==> src/hdl/cligd_pkg.sv <==
// Summary of operation
// - bits 13..0 gate levels 14..1
// - bit 15 gates realtime os irq
// - bit 14 gates data log irq
// - debug enables matter only when halted
// - halted: serve only time-critical enabled irqs
// - running emulation: ignore debug enables
// - debug enables read/write, same layout
// - debug enables via push and pop
// - reset clears debug enables
// - reset clears level enables
// - ack needs enable, pending, mask clear
// - service or software irq without trap clears enable
package cligd_pkg;
    localparam int              IRQ_W        = 16;
    localparam int              BIT_RTOS     = 15;
    localparam int              BIT_DLOG     = 14;
    localparam logic [15:0]     LVL_RST      = 16'h0000;
    localparam logic [15:0]     DBG_RST      = 16'h0000;
    localparam logic [3:0]      IDX_RST      = 4'h0;
    typedef enum logic [2:0] {
        OP_NONE  = 3'b000,
        OP_OR    = 3'b001,
        OP_AND   = 3'b010,
        OP_MOVE  = 3'b011,
        OP_POP   = 3'b100
    } cligd_op_type;
endpackage

==> src/hdl/cligd_arbiter.sv <==
`timescale 1ns/10ps
module cligd_arbiter (
    input  wire logic [15:0] cand_i,
    output logic             any_o,
    output logic [3:0]       idx_o
);
    // lowest bit number wins, as level 1 has highest priority
    always_comb begin
        any_o = 1'b0;
        idx_o = cligd_pkg::IDX_RST;
        for (int i = cligd_pkg::IRQ_W - 1; i >= 0; i--) begin
            if (cand_i[i]) begin
                any_o = 1'b1;
                idx_o = 4'(i);
            end
        end
    end
endmodule

==> src/hdl/cligd_top.sv <==
`timescale 1ns/10ps
module cligd_top (
    input  wire logic                 clock_i,
    input  wire logic                 nrst_i,
    input  wire cligd_pkg::cligd_op_type lvl_op_i,
    input  wire logic [15:0]          lvl_wdata_i,
    input  wire logic                 dbg_pop_i,
    input  wire logic [15:0]          dbg_pop_data_i,
    input  wire logic [15:0]          pending_flag_reg_i,
    input  wire logic                 global_irq_mask_i,
    input  wire logic                 emu_halted_i,
    input  wire logic                 service_i,
    input  wire logic                 software_irq_instruction_i,
    input  wire logic                 trap_i,
    input  wire logic [3:0]           sw_idx_i,
    output logic [15:0]               interrupt_level_enable_o,
    output logic [15:0]               debug_time_critical_enable_o,
    output logic                      irq_req_o,
    output logic [3:0]                irq_idx_o
);
    logic [15:0] lvl_r;
    logic [15:0] lvl_nxt;
    logic [15:0] dbg_r;
    logic [15:0] dbg_nxt;
    logic        req_r;
    logic        req_nxt;
    logic [3:0]  idx_r;
    logic [3:0]  idx_nxt;
    logic [15:0] cand;
    logic        any;
    logic [3:0]  win;

    function automatic logic [15:0] onehot(input logic [3:0] n);
        onehot = 16'h0001 << n;
    endfunction

    always_comb begin
        cand = pending_flag_reg_i & lvl_r;
        if (emu_halted_i) begin
            cand = cand & dbg_r;
        end
        if (global_irq_mask_i) begin
            cand = 16'h0000;
        end
    end

    cligd_arbiter u_arb (
        .cand_i (cand),
        .any_o  (any),
        .idx_o  (win)
    );

    always_comb begin
        lvl_nxt = lvl_r;
        unique case (lvl_op_i)
            cligd_pkg::OP_OR:   lvl_nxt = lvl_r | lvl_wdata_i;
            cligd_pkg::OP_AND:  lvl_nxt = lvl_r & lvl_wdata_i;
            cligd_pkg::OP_MOVE: lvl_nxt = lvl_wdata_i;
            cligd_pkg::OP_POP:  lvl_nxt = lvl_wdata_i;
            default:            lvl_nxt = lvl_r;
        endcase
        if (service_i && req_r) begin
            lvl_nxt = lvl_nxt & ~onehot(idx_r);
        end
        if (software_irq_instruction_i && !trap_i) begin
            lvl_nxt = lvl_nxt & ~onehot(sw_idx_i);
        end
    end

    always_comb begin
        dbg_nxt = dbg_r;
        if (dbg_pop_i) begin
            dbg_nxt = dbg_pop_data_i;
        end
    end

    always_comb begin
        req_nxt = any;
        idx_nxt = win;
        if (service_i && req_r) begin
            req_nxt = 1'b0;
        end
    end

    always_ff @(posedge clock_i or negedge nrst_i) begin
        if (!nrst_i) begin
            lvl_r <= cligd_pkg::LVL_RST;
            dbg_r <= cligd_pkg::DBG_RST;
            req_r <= 1'b0;
            idx_r <= cligd_pkg::IDX_RST;
        end else begin
            lvl_r <= lvl_nxt;
            dbg_r <= dbg_nxt;
            req_r <= req_nxt;
            idx_r <= idx_nxt;
        end
    end

    assign interrupt_level_enable_o     = lvl_r;
    assign debug_time_critical_enable_o = dbg_r;
    assign irq_req_o                    = req_r;
    assign irq_idx_o                    = idx_r;

    for (genvar g = 0; g < cligd_pkg::IRQ_W; g++) begin : g_lvl
        // lower-numbered levels outrank level g
        localparam logic [15:0] LOWER = 16'((32'h1 << g) - 32'h1);

    end
endmodule

==> config.mk <==
export PLATFORM = sky130hd
export DESIGN_NAME = cligd_top
export DESIGN_NICKNAME = d
export VERILOG_FILES = /design/src/hdl/cligd_pkg.sv /design/src/hdl/cligd_arbiter.sv /design/src/hdl/cligd_top.sv
export SDC_FILE = /design/constraint.sdc
export NUM_CORES = 1
export LEC_CHECK = 0
export ABC_AREA = 1
export BUFFER_PORTS_ARGS = -buffer_cell sky130_fd_sc_hd__buf_2
export CORE_ASPECT_RATIO = 2
export CORE_UTILIZATION = 42
export CTS_BUF_LIST = sky130_fd_sc_hd__clkbuf_16
export DETAILED_ROUTE_END_ITERATION = 10
export PLACE_DENSITY = 0.75
export SETUP_SLACK_MARGIN = 0.05
export SKIP_CTS_REPAIR_TIMING = 1
export SLEW_MARGIN = 20
export SYNTH_ARGS = -nofsm -noshare
export SYNTH_HDL_FRONTEND = slang
export SYNTH_SLANG_ARGS = --single-unit
export TNS_END_PERCENT = 5
==> constraint.sdc <==
create_clock -name clock_i -period 1.4 [get_ports clock_i]
set_clock_uncertainty 0.05 [all_clocks]
set_input_delay 0.07 -clock clock_i [delete_from_list [all_inputs] [get_ports clock_i]]
set_output_delay 0.07 -clock clock_i [all_outputs]
set_load 0.1 [all_outputs]
# Word-level counts from Yosys, hierarchy flattened
# Index checks and enable logic that the tools add are counted.
[word_totals]
regBits = 37
in_bits = 63
elab_cells = 60
[classes]
eq_ne = 4
shift = 2
muxes = 38
n_bitwise = 8
n_reduce_logical = 4
[ops]
columns = ["operator", "count"]
rows = [
  ["$and A16 B16 Y16", 5],
  ["$mux W16", 4],
  ["$mux W4", 16],
  ["$pmux W16 S3", 1],
  ["$not A16 Y16", 2],
  ["$shl A1 B4 Y16 const A", 2],
  ["$mux W1", 17],
  ["$or A16 B16 Y16", 1],
  ["$eq A3 B2 Y1 const B", 2],
  ["$eq A3 B1 Y1 const B", 1],
  ["$eq A3 B3 Y1 const B", 1],
  ["$logic_and A1 B1 Y1", 2],
  ["$reduce_or A2 Y1", 1],
  ["$logic_not A1 Y1", 1],
]

# Depth between registers and ports, before layout
# Gate-level depths: netlist of the first run.
[depth]
depth_word = 21
mapped_depth = 18
depth_no_buf = 17

# By module
# Synthesis of the first run repeated with hierarchy kept, for this count alone.
[hier_totals]
cells_unflattened = 392
hier_area_um2 = 2570.0
[modules_own_cells]
columns = ["mod", "instances", "cells_each", "area_each_um2"]
rows = [
  ["cligd_top", 1, 343, 2361.0],
  ["cligd_arbiter", 1, 49, 209.0],
]

# Least setup slack after synthesis of the first run
# No wires, ideal clock.
[synth_timing]
path_type = "flip-flop to flip-flop"
from = "register lvl_r[14], in the netlist interrupt_level_enable_o[14]"
to = "register idx_r[0], in the netlist irq_idx_o[0]"
setup_time_ns = 0.128
t_arrival_ns = 1.900
path_slack_ns = -0.678
path_stages_with_launch = 18
path_buffers = 0
cell_sequence = "dfrtp_1 > nand2_1 > nor2_1 > nand2_1 > nand2_1 > nand2_1 > nand2_1 > nand2_1 > nand2_1 > nand2_1 > nand2_1 > nand2_1 > nand2_1 > nand2_1 > nand2_1 > nand2_1 > nand2_1 > a21oi_2"
[synth_via]
elab_chain_cells = 19
[synth_lines]
columns = ["item", "line_no", "text"]
rows = [
  ["from (decl)", "cligd_top.sv:21", "logic [15:0] lvl_r;"],
  ["from (signal assigned)", "cligd_top.sv:87", "lvl_r <= cligd_pkg::LVL_RST;"],
  ["from (signal assigned)", "cligd_top.sv:92", "lvl_r <= lvl_nxt;"],
  ["$and A16 B16 Y16 (*)", "cligd_top.sv:38", "cand = pending_flag_reg_i & lvl_r;"],
  ["$and A16 B16 Y16", "cligd_top.sv:40", "cand = cand & dbg_r;"],
  ["$mux W16 (*)", "cligd_top.sv:39", "if (emu_halted_i) begin"],
  ["$mux W16 (*)", "cligd_top.sv:42", "if (global_irq_mask_i) begin"],
  ["$mux W4 (*) (15 in series)", "cligd_arbiter.sv:12", "if (cand_i[i]) begin"],
  ["via idx_nxt[0]", "cligd_top.sv:28", "logic [3:0] idx_nxt;"],
  ["to (signal assigned)", "cligd_top.sv:90", "idx_r <= cligd_pkg::IDX_RST;"],
  ["to (signal assigned)", "cligd_top.sv:95", "idx_r <= idx_nxt;"],
  ["to (decl)", "cligd_top.sv:27", "logic [3:0] idx_r;"],
]
# Mark *: on every way through the listed nets, which the timed path passes. The rest lies on a longest branch.
# A chain may end at the register's enable or synchronous reset.

# Final worst setup path of the first run
[layout_timing]
from = "register lvl_r[15], in the netlist interrupt_level_enable_o[15]"
to = "register idx_r[0], in the netlist irq_idx_o[0]"
[layout_via]
elab_chain_cells = 20
[layout_lines]
columns = ["item", "line_no"]
rows = [
  ["$and A16 B16 Y16 (*)", "cligd_top.sv:38"],
  ["$and A16 B16 Y16", "cligd_top.sv:40"],
  ["$mux W16 (*)", "cligd_top.sv:39"],
  ["$mux W16 (*)", "cligd_top.sv:42"],
  ["$mux W4 (*) (16 in series)", "cligd_arbiter.sv:12"],
  ["via idx_nxt[0]", "cligd_top.sv:28"],
]
# Marks and branches as above.

==> run summary, run 1 <==
The run finished, with violations left. The final reports fail on negative hold slack, negative setup slack. Setup repair after global routing could not meet its margin everywhere. In this run the worst path has a maximum fanout of 2. During I/O placement, the number of pins put on the boundary was 100.

The via count of the first global-routing pass is 2475. The depth of the most critical reg-to-reg path was 16. In the synthesized netlist, mux cells make up 4.171% of the area. The number of placed instances, taps included, is 440. The setup path with the least slack is of type flop to flop. The number of synthesized register bits works out to 37.

In this run the tightest slew margin relative to its limit is 66.84%. The run gives 330 as the synthesized netlist net count. For the total count of hold-check failures in the final report, the log shows 1.

The floorplan step defined a die boundary enclosing 5450 sq um. The run gives 0 as the total congestion overflow. The number of failing setup endpoints in the final timing report was 5. The worst hold path class is input port to flop.

The initial antenna violation count was 0. The clock tree root buffer cell was sky130_fd_sc_hd__clkbuf_16. In this run the horizontal extent of the chip is 52.71 um. The final routed wire length divided by cell count works out to 16.04 um. In the post-synthesis netlist, the biggest area contributors are sky130_fd_sc_hd__dfrtp_1 (43%), sky130_fd_sc_hd__o22ai_1 (8.1%), sky130_fd_sc_hd__nand2_1 (7.1%).

The total of max-cap violations is 0. The XOR/XNOR share of the synthesized area works out to 0%. Static timing analysis puts the maximum clock frequency at 637.7 MHz. After detailed routing, the number of vias per cell comes to 5.582.

For the final setup slack of the worst path, the log shows -168.2 ps. Relative to the synthesized area, the layout overhead comes to 53.82%. The post-route minimum period is 1568 ps, and the initial DRC count is 80. The setup slack after placement was -165.1 ps; the average instance area after synthesis was 8.088 sq um. STA puts the critical path data required time at 1570 ps. The most used flip-flop cell after synthesis is sky130_fd_sc_hd__dfrtp_1. The run gives 0 as the remaining design rule violation count. Sequential cells were found to cover 42.87% of the synthesized design area. The total global-route track usage was 28.65%; the area of the mapped netlist was 2160 sq um. Routability-driven placement finished with a final weighted congestion of 0.9099. The total power is 4.394 mW. After clock tree synthesis, the clock-pin slew on the worst setup and hold paths is 60 ps.

The region available for standard cell placement spans 4910 sq um. The share of flip-flops with an asynchronous set or reset after synthesis was 100.0%. TritonCTS built the clock tree. The pin count of the biggest net entering global routing was 38; the post-synthesis compound-gate area fraction was 25.84%. The first global-routing pass estimated 11290 um of wire.

Yosys instantiated no cell more often than sky130_fd_sc_hd__nand2_1. Fraction of layout instances using a drive strength above 1: 45.45%. The worst hold path passes through 3 cells.

Of the total synthesized cell area, the portion taken by full adders, half adders and majority gates is 0%. The tools report the starting density of the core as 43.99%. The worst-case IR drop observed on VDD is 1334 uV. The placed instances occupy a cell area of 2924 sq um.

The tools report the endpoint of the worst hold path as debug_time_critical_enable_o[13]. Counting every sink on the clock net gives 37. Of the total synthesized cell area, the portion taken by AND, OR, NAND and NOR gates is 18.19%. For the length of the first detailed-routing pass in iterations, the log shows 4. The total wire length after detailed routing came out at 7443 um. The post-layout utilization of the core is 67.66%. The end of the worst register-to-register path was irq_idx_o[0]. The logs give 424 for the number of fillers in the final layout and 290 ps for the later-pin clock latency in the skew report. The initialized floorplan defines 36 standard-cell rows. The tools report the remaining number of nets flagged by the antenna check after routing as 0. The worst setup path is launched from a flop. The worst hold slack was -11.84 ps; the count of H-tree levels built during CTS was 2.

The die span in y was 103.4 um. By area, the combinational part of the netlist is dominated by compound AO/OA/AOI/OAI gates. Data on the critical path arrives at its endpoint at 1740 ps. In the final design database the tool counted 469 nets.

For the HPWL after detailed placement, the log shows 5741 um. The total number of yosys warnings was 0. In the finished design, the share of the clock period the worst path needs comes to 112.0%. The number of max-slew violations in the final report came out at 0. The largest total area in the synthesized netlist belongs to sky130_fd_sc_hd__dfrtp_1. Number of enable-type register cells in the synthesized netlist: 0. The top cell type by area accounts for 42.87% of the synthesized area. Final instance area: 3322 sq um.

In this run the critical register-to-register path is launched from interrupt_level_enable_o[15]. Leaving out filler cells and counting taps, the final layout contains 464. The power per cell area works out to 1323 nW/um^2.

The worst setup path is captured at a flop. 0 antenna diodes ended up in the layout. In this run the register-to-register setup slack is -170 ps. The total negative setup slack was -381.4 ps.

Counting along the longest clock path gives a buffer depth of 2. In this run the static leakage power is 1.636 nW. Ranked by instance count, the synthesized netlist is headed by sky130_fd_sc_hd__nand2_1 (41), sky130_fd_sc_hd__dfrtp_1 (37), sky130_fd_sc_hd__inv_1 (33), sky130_fd_sc_hd__o22ai_1 (28), sky130_fd_sc_hd__a21oi_1 (22). The number of buffer cells added on primary ports works out to 99. The actual transition at the worst max-transition pin is 500.8 ps, and the cell count after synthesis is 267. The worst hold path begins at dbg_pop_data_i[13]. The final route contains 2590 vias. The number of different library cells used by synthesis comes to 28. Buffers inserted during clock tree synthesis total 5.
-- report_power, final --
group	internal (mW)	switching (mW)	leakage, nW	total (mW)
Clock	1.02	0.466	0.0938	1.48
Combinational	0.393	1.21	1.11	1.60
Sequential	1.20	0.105	0.436	1.31
Total	2.61	1.78	1.64	4.39
-- logic make-up after synthesis --
logic type / after synthesis
AND/OR/NAND/NOR: 90
AO/OA/AOI/OAI: 88
buffers and inverters: 44
flip-flops: 37
multiplexers: 8
-- worst max-delay path, cell delays in order, from the launching register on --
cell and delay (ps):
sky130_fd_sc_hd__dfrtp_4 410, sky130_fd_sc_hd__nand3_2 90, sky130_fd_sc_hd__nor2_2 140, sky130_fd_sc_hd__nand2_1 60, sky130_fd_sc_hd__nand2_1 60, sky130_fd_sc_hd__nand2_1 50, sky130_fd_sc_hd__nand2_1 50, sky130_fd_sc_hd__nand2_1 50
sky130_fd_sc_hd__nand2_1 60, sky130_fd_sc_hd__nand2_1 50, sky130_fd_sc_hd__nand2_1 50, sky130_fd_sc_hd__nand2_1 40, sky130_fd_sc_hd__nand2_1 50, sky130_fd_sc_hd__nand2_1 60, sky130_fd_sc_hd__nand2_1 50, sky130_fd_sc_hd__nand2_1 70
sky130_fd_sc_hd__a21oi_2 120
-- cell type report --
class	instances	area (sq um)	share of cell area (%)
clock inverter	3	65.06	1.959
clock buffer	5	125.1	3.766
tap	57	71.32	2.147
sequential	37	978.4	29.45
inverter	34	135.1	4.068
timing repair buffer	142	865.8	26.06
multi-input combinational	186	1081	32.54
-- registers in the layout, indices dropped and copies added (netlist names) --
| signal | flops |
|---|---|
| interrupt_level_enable_o | 16 |
| irq_req_o | 1 |
| irq_idx_o | 4 |
| debug_time_critical_enable_o | 16 |
-- cells in the final DEF (no fill, tap or decap), types with 4 or more instances in the layout --
cell | netlist | layout
sky130_fd_sc_hd__nand2_1 | 41 | 38
sky130_fd_sc_hd__buf_2 | 2 | 96
sky130_fd_sc_hd__dlygate4sd3_1 | 0 | 16
sky130_fd_sc_hd__clkbuf_16 | 0 | 5
sky130_fd_sc_hd__dfrtp_1 | 37 | 9
sky130_fd_sc_hd__a2111oi_2 | 0 | 4
sky130_fd_sc_hd__inv_1 | 33 | 32
sky130_fd_sc_hd__dfrtp_2 | 0 | 21
sky130_fd_sc_hd__o21ai_0 | 10 | 10
sky130_fd_sc_hd__a211oi_1 | 12 | 12
sky130_fd_sc_hd__nor2_1 | 17 | 16
sky130_fd_sc_hd__mux2_2 | 8 | 8
sky130_fd_sc_hd__nand3_1 | 19 | 19
sky130_fd_sc_hd__nor3_1 | 4 | 4
sky130_fd_sc_hd__buf_4 | 0 | 27
sky130_fd_sc_hd__a21oi_1 | 22 | 22
sky130_fd_sc_hd__dfrtp_4 | 0 | 7
sky130_fd_sc_hd__o2111ai_1 | 6 | 6
sky130_fd_sc_hd__o22ai_1 | 28 | 28
-- how the worst max path moves through the flow --
| stage | start | end | cells after the start |
|---|---|---|---|
| 3_5_place_dp | debug_time_critical_enable_o[14] | irq_idx_o[0] | 17 |
| 4_1_cts | debug_time_critical_enable_o[14] | irq_idx_o[0] | 17 |
| 2_1_floorplan | interrupt_level_enable_o[14] | irq_idx_o[0] | 17 |
| 5_1_grt | interrupt_level_enable_o[14] | irq_idx_o[0] | 17 |
| 6_report | interrupt_level_enable_o[15] | irq_idx_o[0] | 16 |
| 3_3_place_gp | debug_time_critical_enable_o[14] | irq_idx_o[0] | 17 |
-- layer usage --
layer	wire length [um]	vias up	global-route usage [%]
met5	0	-	0
met4	332	0	18.42
met3	287	27	3.947
met2	4250	101	53.85
met1	2572	1227	27.55
li1	-	1235	-
Note: power is estimated with default switching activity, not from simulation.
==> run 2: changes to the inputs <==
CORE_MARGIN = 3   (was not set)
PLACE_DENSITY = 0.8   (was 0.75)
==> run 2 against run 1 <==
Compared with the run above: the run still ends with negative hold slack, negative setup slack left; hold slack got worse by 8.9 ps; clock power decreased by 14%; critical path depth increased by 1; maximum frequency decreased by 3.1%; first-iteration DRC count increased by 38%; global-route usage decreased by 4.3 points; core utilization increased by 0.69 points; flip-flop and latch count unchanged; register-to-register slack got worse by 50 ps; final cell count increased by 0.22%; via count increased by 0.23%; design area increased by 1.0%; critical path type unchanged.
==> run summary, run 2 (same netlist as run 1, synthesis figures left out) <==
The actual transition at the worst max-transition pin came out at 500.0 ps (-0.8218 ps). The worst vdd rail ir drop was 1012 uV (-24%). The final routed wire length divided by cell count was 16.67 um (+3.9%). The initial DRC count was 110 (+38%). The remaining number of nets flagged by the antenna check after routing came out at 0 (unchanged).

For the achievable frequency, the log shows 617.6 MHz (-3.1%). The tools report the floorplan die area as 6091 sq um (+12%). The fraction of the cycle the final worst path needs is 115.7% (+3.6 points). The largest incremental delay on the critical path is 480 ps (+70 ps).

Among cell families on the critical path, the largest total delay comes from simple AND/OR/NAND/NOR gates. Type of element capturing the critical path: a flop. The cell row count was 36 (unchanged); the post-CTS clock slew at the launch and capture registers of the worst setup and hold paths was 60 ps (about the same). The die extent in x is 56.71 um (+7.6%), and the sequential cell area is 978.4 sq um (unchanged).

Depth of the most critical reg-to-reg path: 17 (+1). The checks that failed: negative hold slack, negative setup slack. Detail-routed via count per cell: 5.583 (about the same). Total negative setup slack: -316.2 ps (+65.22 ps). The die span in y was 107.4 um (+3.9%).

The tools report the total global-route track usage as 24.31% (-4.3 points). The count of clock tree sinks is 37 (unchanged). The area growth from synthesis to layout is 55.39%.

For the pin count of the biggest net entering global routing, the log shows 25 (-34%). The via count of the first global-routing pass was 2477 (+0.081%); the later-pin clock latency in the skew report was 280 ps (about the same). The run gives 5907 um (+2.9%) as the HPWL after detailed placement.

Setup repair after global routing could not meet its margin everywhere. The run finished, with violations left. The logs give 100 (unchanged) for the I/O pin total and 66.90% (about the same) for the worst-case headroom to the max-slew limit. The combined buffer and inverter count along the critical path was 0 (unchanged); the area occupied by multi-input gates was 1120 sq um (+3.6%). The run gives 470 (+0.21%) as the net count of the finished layout. The standby leakage power came out at 1.629 nW (-0.46%). The length of the first detailed-routing pass in iterations is 4 (unchanged). The maximum root-to-sink buffer count was 2 (unchanged).

The logs give 0 (unchanged) for the remaining design rule violation count and 2 (unchanged) for the count of H-tree levels built during CTS. The tools report the number of antenna diodes as 0 (unchanged). The worst hold path class was input port to flop. In the layout the commonest cells are sky130_fd_sc_hd__buf_2 (95), sky130_fd_sc_hd__nand2_1 (34), sky130_fd_sc_hd__inv_1 (33), sky130_fd_sc_hd__o22ai_1 (27), sky130_fd_sc_hd__buf_4 (27). The total congestion overflow was 0 (unchanged); the total wire length after detailed routing was 7751 um (+4.1%). The setup path with the least slack is of type flop to flop. The required time of the worst setup path is 1560 ps (about the same), and the number of cells on the critical path is 17 (+1). Leaving out fill and tap cells, the most frequent cell in the layout is sky130_fd_sc_hd__buf_2. The total of max-cap violations was 0 (unchanged).

The nature of the critical path startpoint is a flop. The run gives 0 (unchanged) as the initial antenna violation count. The routability congestion estimate from global placement is 0.8790 (-3.4%), and the first-pass GRT wire length is 11270 um (-0.19%). The post-layout utilization of the core is 68.35% (+0.69 points). The power per cell area is 1256 nW/um^2 (-5.0%). The number of failing setup endpoints in the final timing report is 3 (-2), and the total count of hold-check failures in the final report is 1 (unchanged). The register-to-register setup slack was -220 ps (-50 ps). The worst hold slack is -20.72 ps (-8.875 ps). The biggest fanout along the worst timing path is 2 (unchanged), and the starting density of the core is 43.99% (unchanged). The fraction of layout instances using a drive strength above 1 was 47.30% (+1.8 points); the number of buffers created by CTS was 5 (unchanged). Number of buffer cells added on primary ports: 99 (unchanged). TritonCTS built the clock tree. Walking the worst path, the cells encountered are nand2_2 > nor2_1 > nand2_1 > nand2_1 > nand2_1 > nand2_1 > nand2_1 > nand2_2 > nand2_2 > nand2_2 > nand2_2 > nand2_1 > nand2_1 > nand2_1 > nand2_1 > nand2_1 > a21oi_2. The tree is rooted in a sky130_fd_sc_hd__clkbuf_16.

The post-route minimum period is 1619 ps (+50.95 ps), and the data arrival at the endpoint of the critical path is 1780 ps (+40 ps). Among all stages on the critical path, the largest delay is contributed by sky130_fd_sc_hd__dfrtp_4. The run gives -219.2 ps (-50.95 ps) as the final setup slack of the worst path. The number of cells on the worst hold path was 3 (unchanged). Placeable core region: 4910 sq um (unchanged). The cell repeated most along the worst path was sky130_fd_sc_hd__nand2_1. The tools report the count of vias placed by the detailed router as 2596 (+0.23%).

For the number of fillers in the final layout, the log shows 421 (-0.71%). The number of max-slew violations in the final report is 0 (unchanged).
-- run 2: changes by cell type in the layout (fill, tap and decap cells not counted), moves of 2 or more --
| cell | before | now |
|---|---|---|
| sky130_fd_sc_hd__nor2_1 | 16 | 14 |
| sky130_fd_sc_hd__nand2_1 | 38 | 34 |
| sky130_fd_sc_hd__nor2_2 | 3 | 5 |
| sky130_fd_sc_hd__nand2_2 | 2 | 7 |
-- run 2: path summary, 6_finish.rpt --
kind / from / endpoint
max: interrupt_level_enable_o[14] / irq_idx_o[0]
min: dbg_pop_data_i[12] / debug_time_critical_enable_o[12]
max reg2reg: interrupt_level_enable_o[14] / irq_idx_o[0]
min reg2reg: debug_time_critical_enable_o[4] / debug_time_critical_enable_o[4]
max in group asynchronous: nrst_i / debug_time_critical_enable_o[15]
min in group asynchronous: nrst_i / debug_time_critical_enable_o[6]
-- run 2: metal layers --
layer / part of all wire (%) / wire [um] / vias to the layer above / GRT usage (%)
met3: 4.6 / 358 / 35 / 3.601
met1: 33 / 2547 / 1228 / 23.21
met4: 5.9 / 454 / 0 / 14.94
li1: - / - / 1235 / -
met5: 0 / 0 / - / 0
met2: 57 / 4391 / 98 / 46.44
-- run 2: stage by stage --
| step | cells | hold WS, ps | power [mW] | setup WS (ps) | cell area, sq um |
|---|---|---|---|---|---|
| finish | 465 | -20.72 | 4.216 | -219.2 | 3356 |
| CTS | 449 | -300.5 | 4.139 | -234.7 | 3107 |
| global placement | 441 | 0.4323 | 2.852 | -104.3 | 2944 |
| global route | 465 | 13.50 | 4.376 | -379.7 | 3356 |
| detailed placement | 441 | 2.513 | 2.871 | -150.4 | 2944 |
| floorplan | 267 | -275.6 | 2.454 | -296.0 | 2212 |
-- run 2: cell type report --
cell class	count	share of cell area, %
Inverter	34	4.027
Clock inverter	3	1.119
Clock buffer	5	3.729
Tap cell	57	2.125
Timing Repair Buffer	143	26.47
Multi-Input combinational cell	186	33.37
Sequential cell	37	29.16
-- run 2: power breakdown --
part	total (mW)	switching [mW]	internal (mW)
combinational	1.64	1.23	0.408
sequential	1.31	0.105	1.20
clock	1.27	0.440	0.827
total	4.22	1.78	2.44
-- run 2: tightest hold or removal path: stages --
cell and delay (ps):
sky130_fd_sc_hd__buf_2 80, sky130_fd_sc_hd__nand2_1 40, sky130_fd_sc_hd__o21ai_0 80
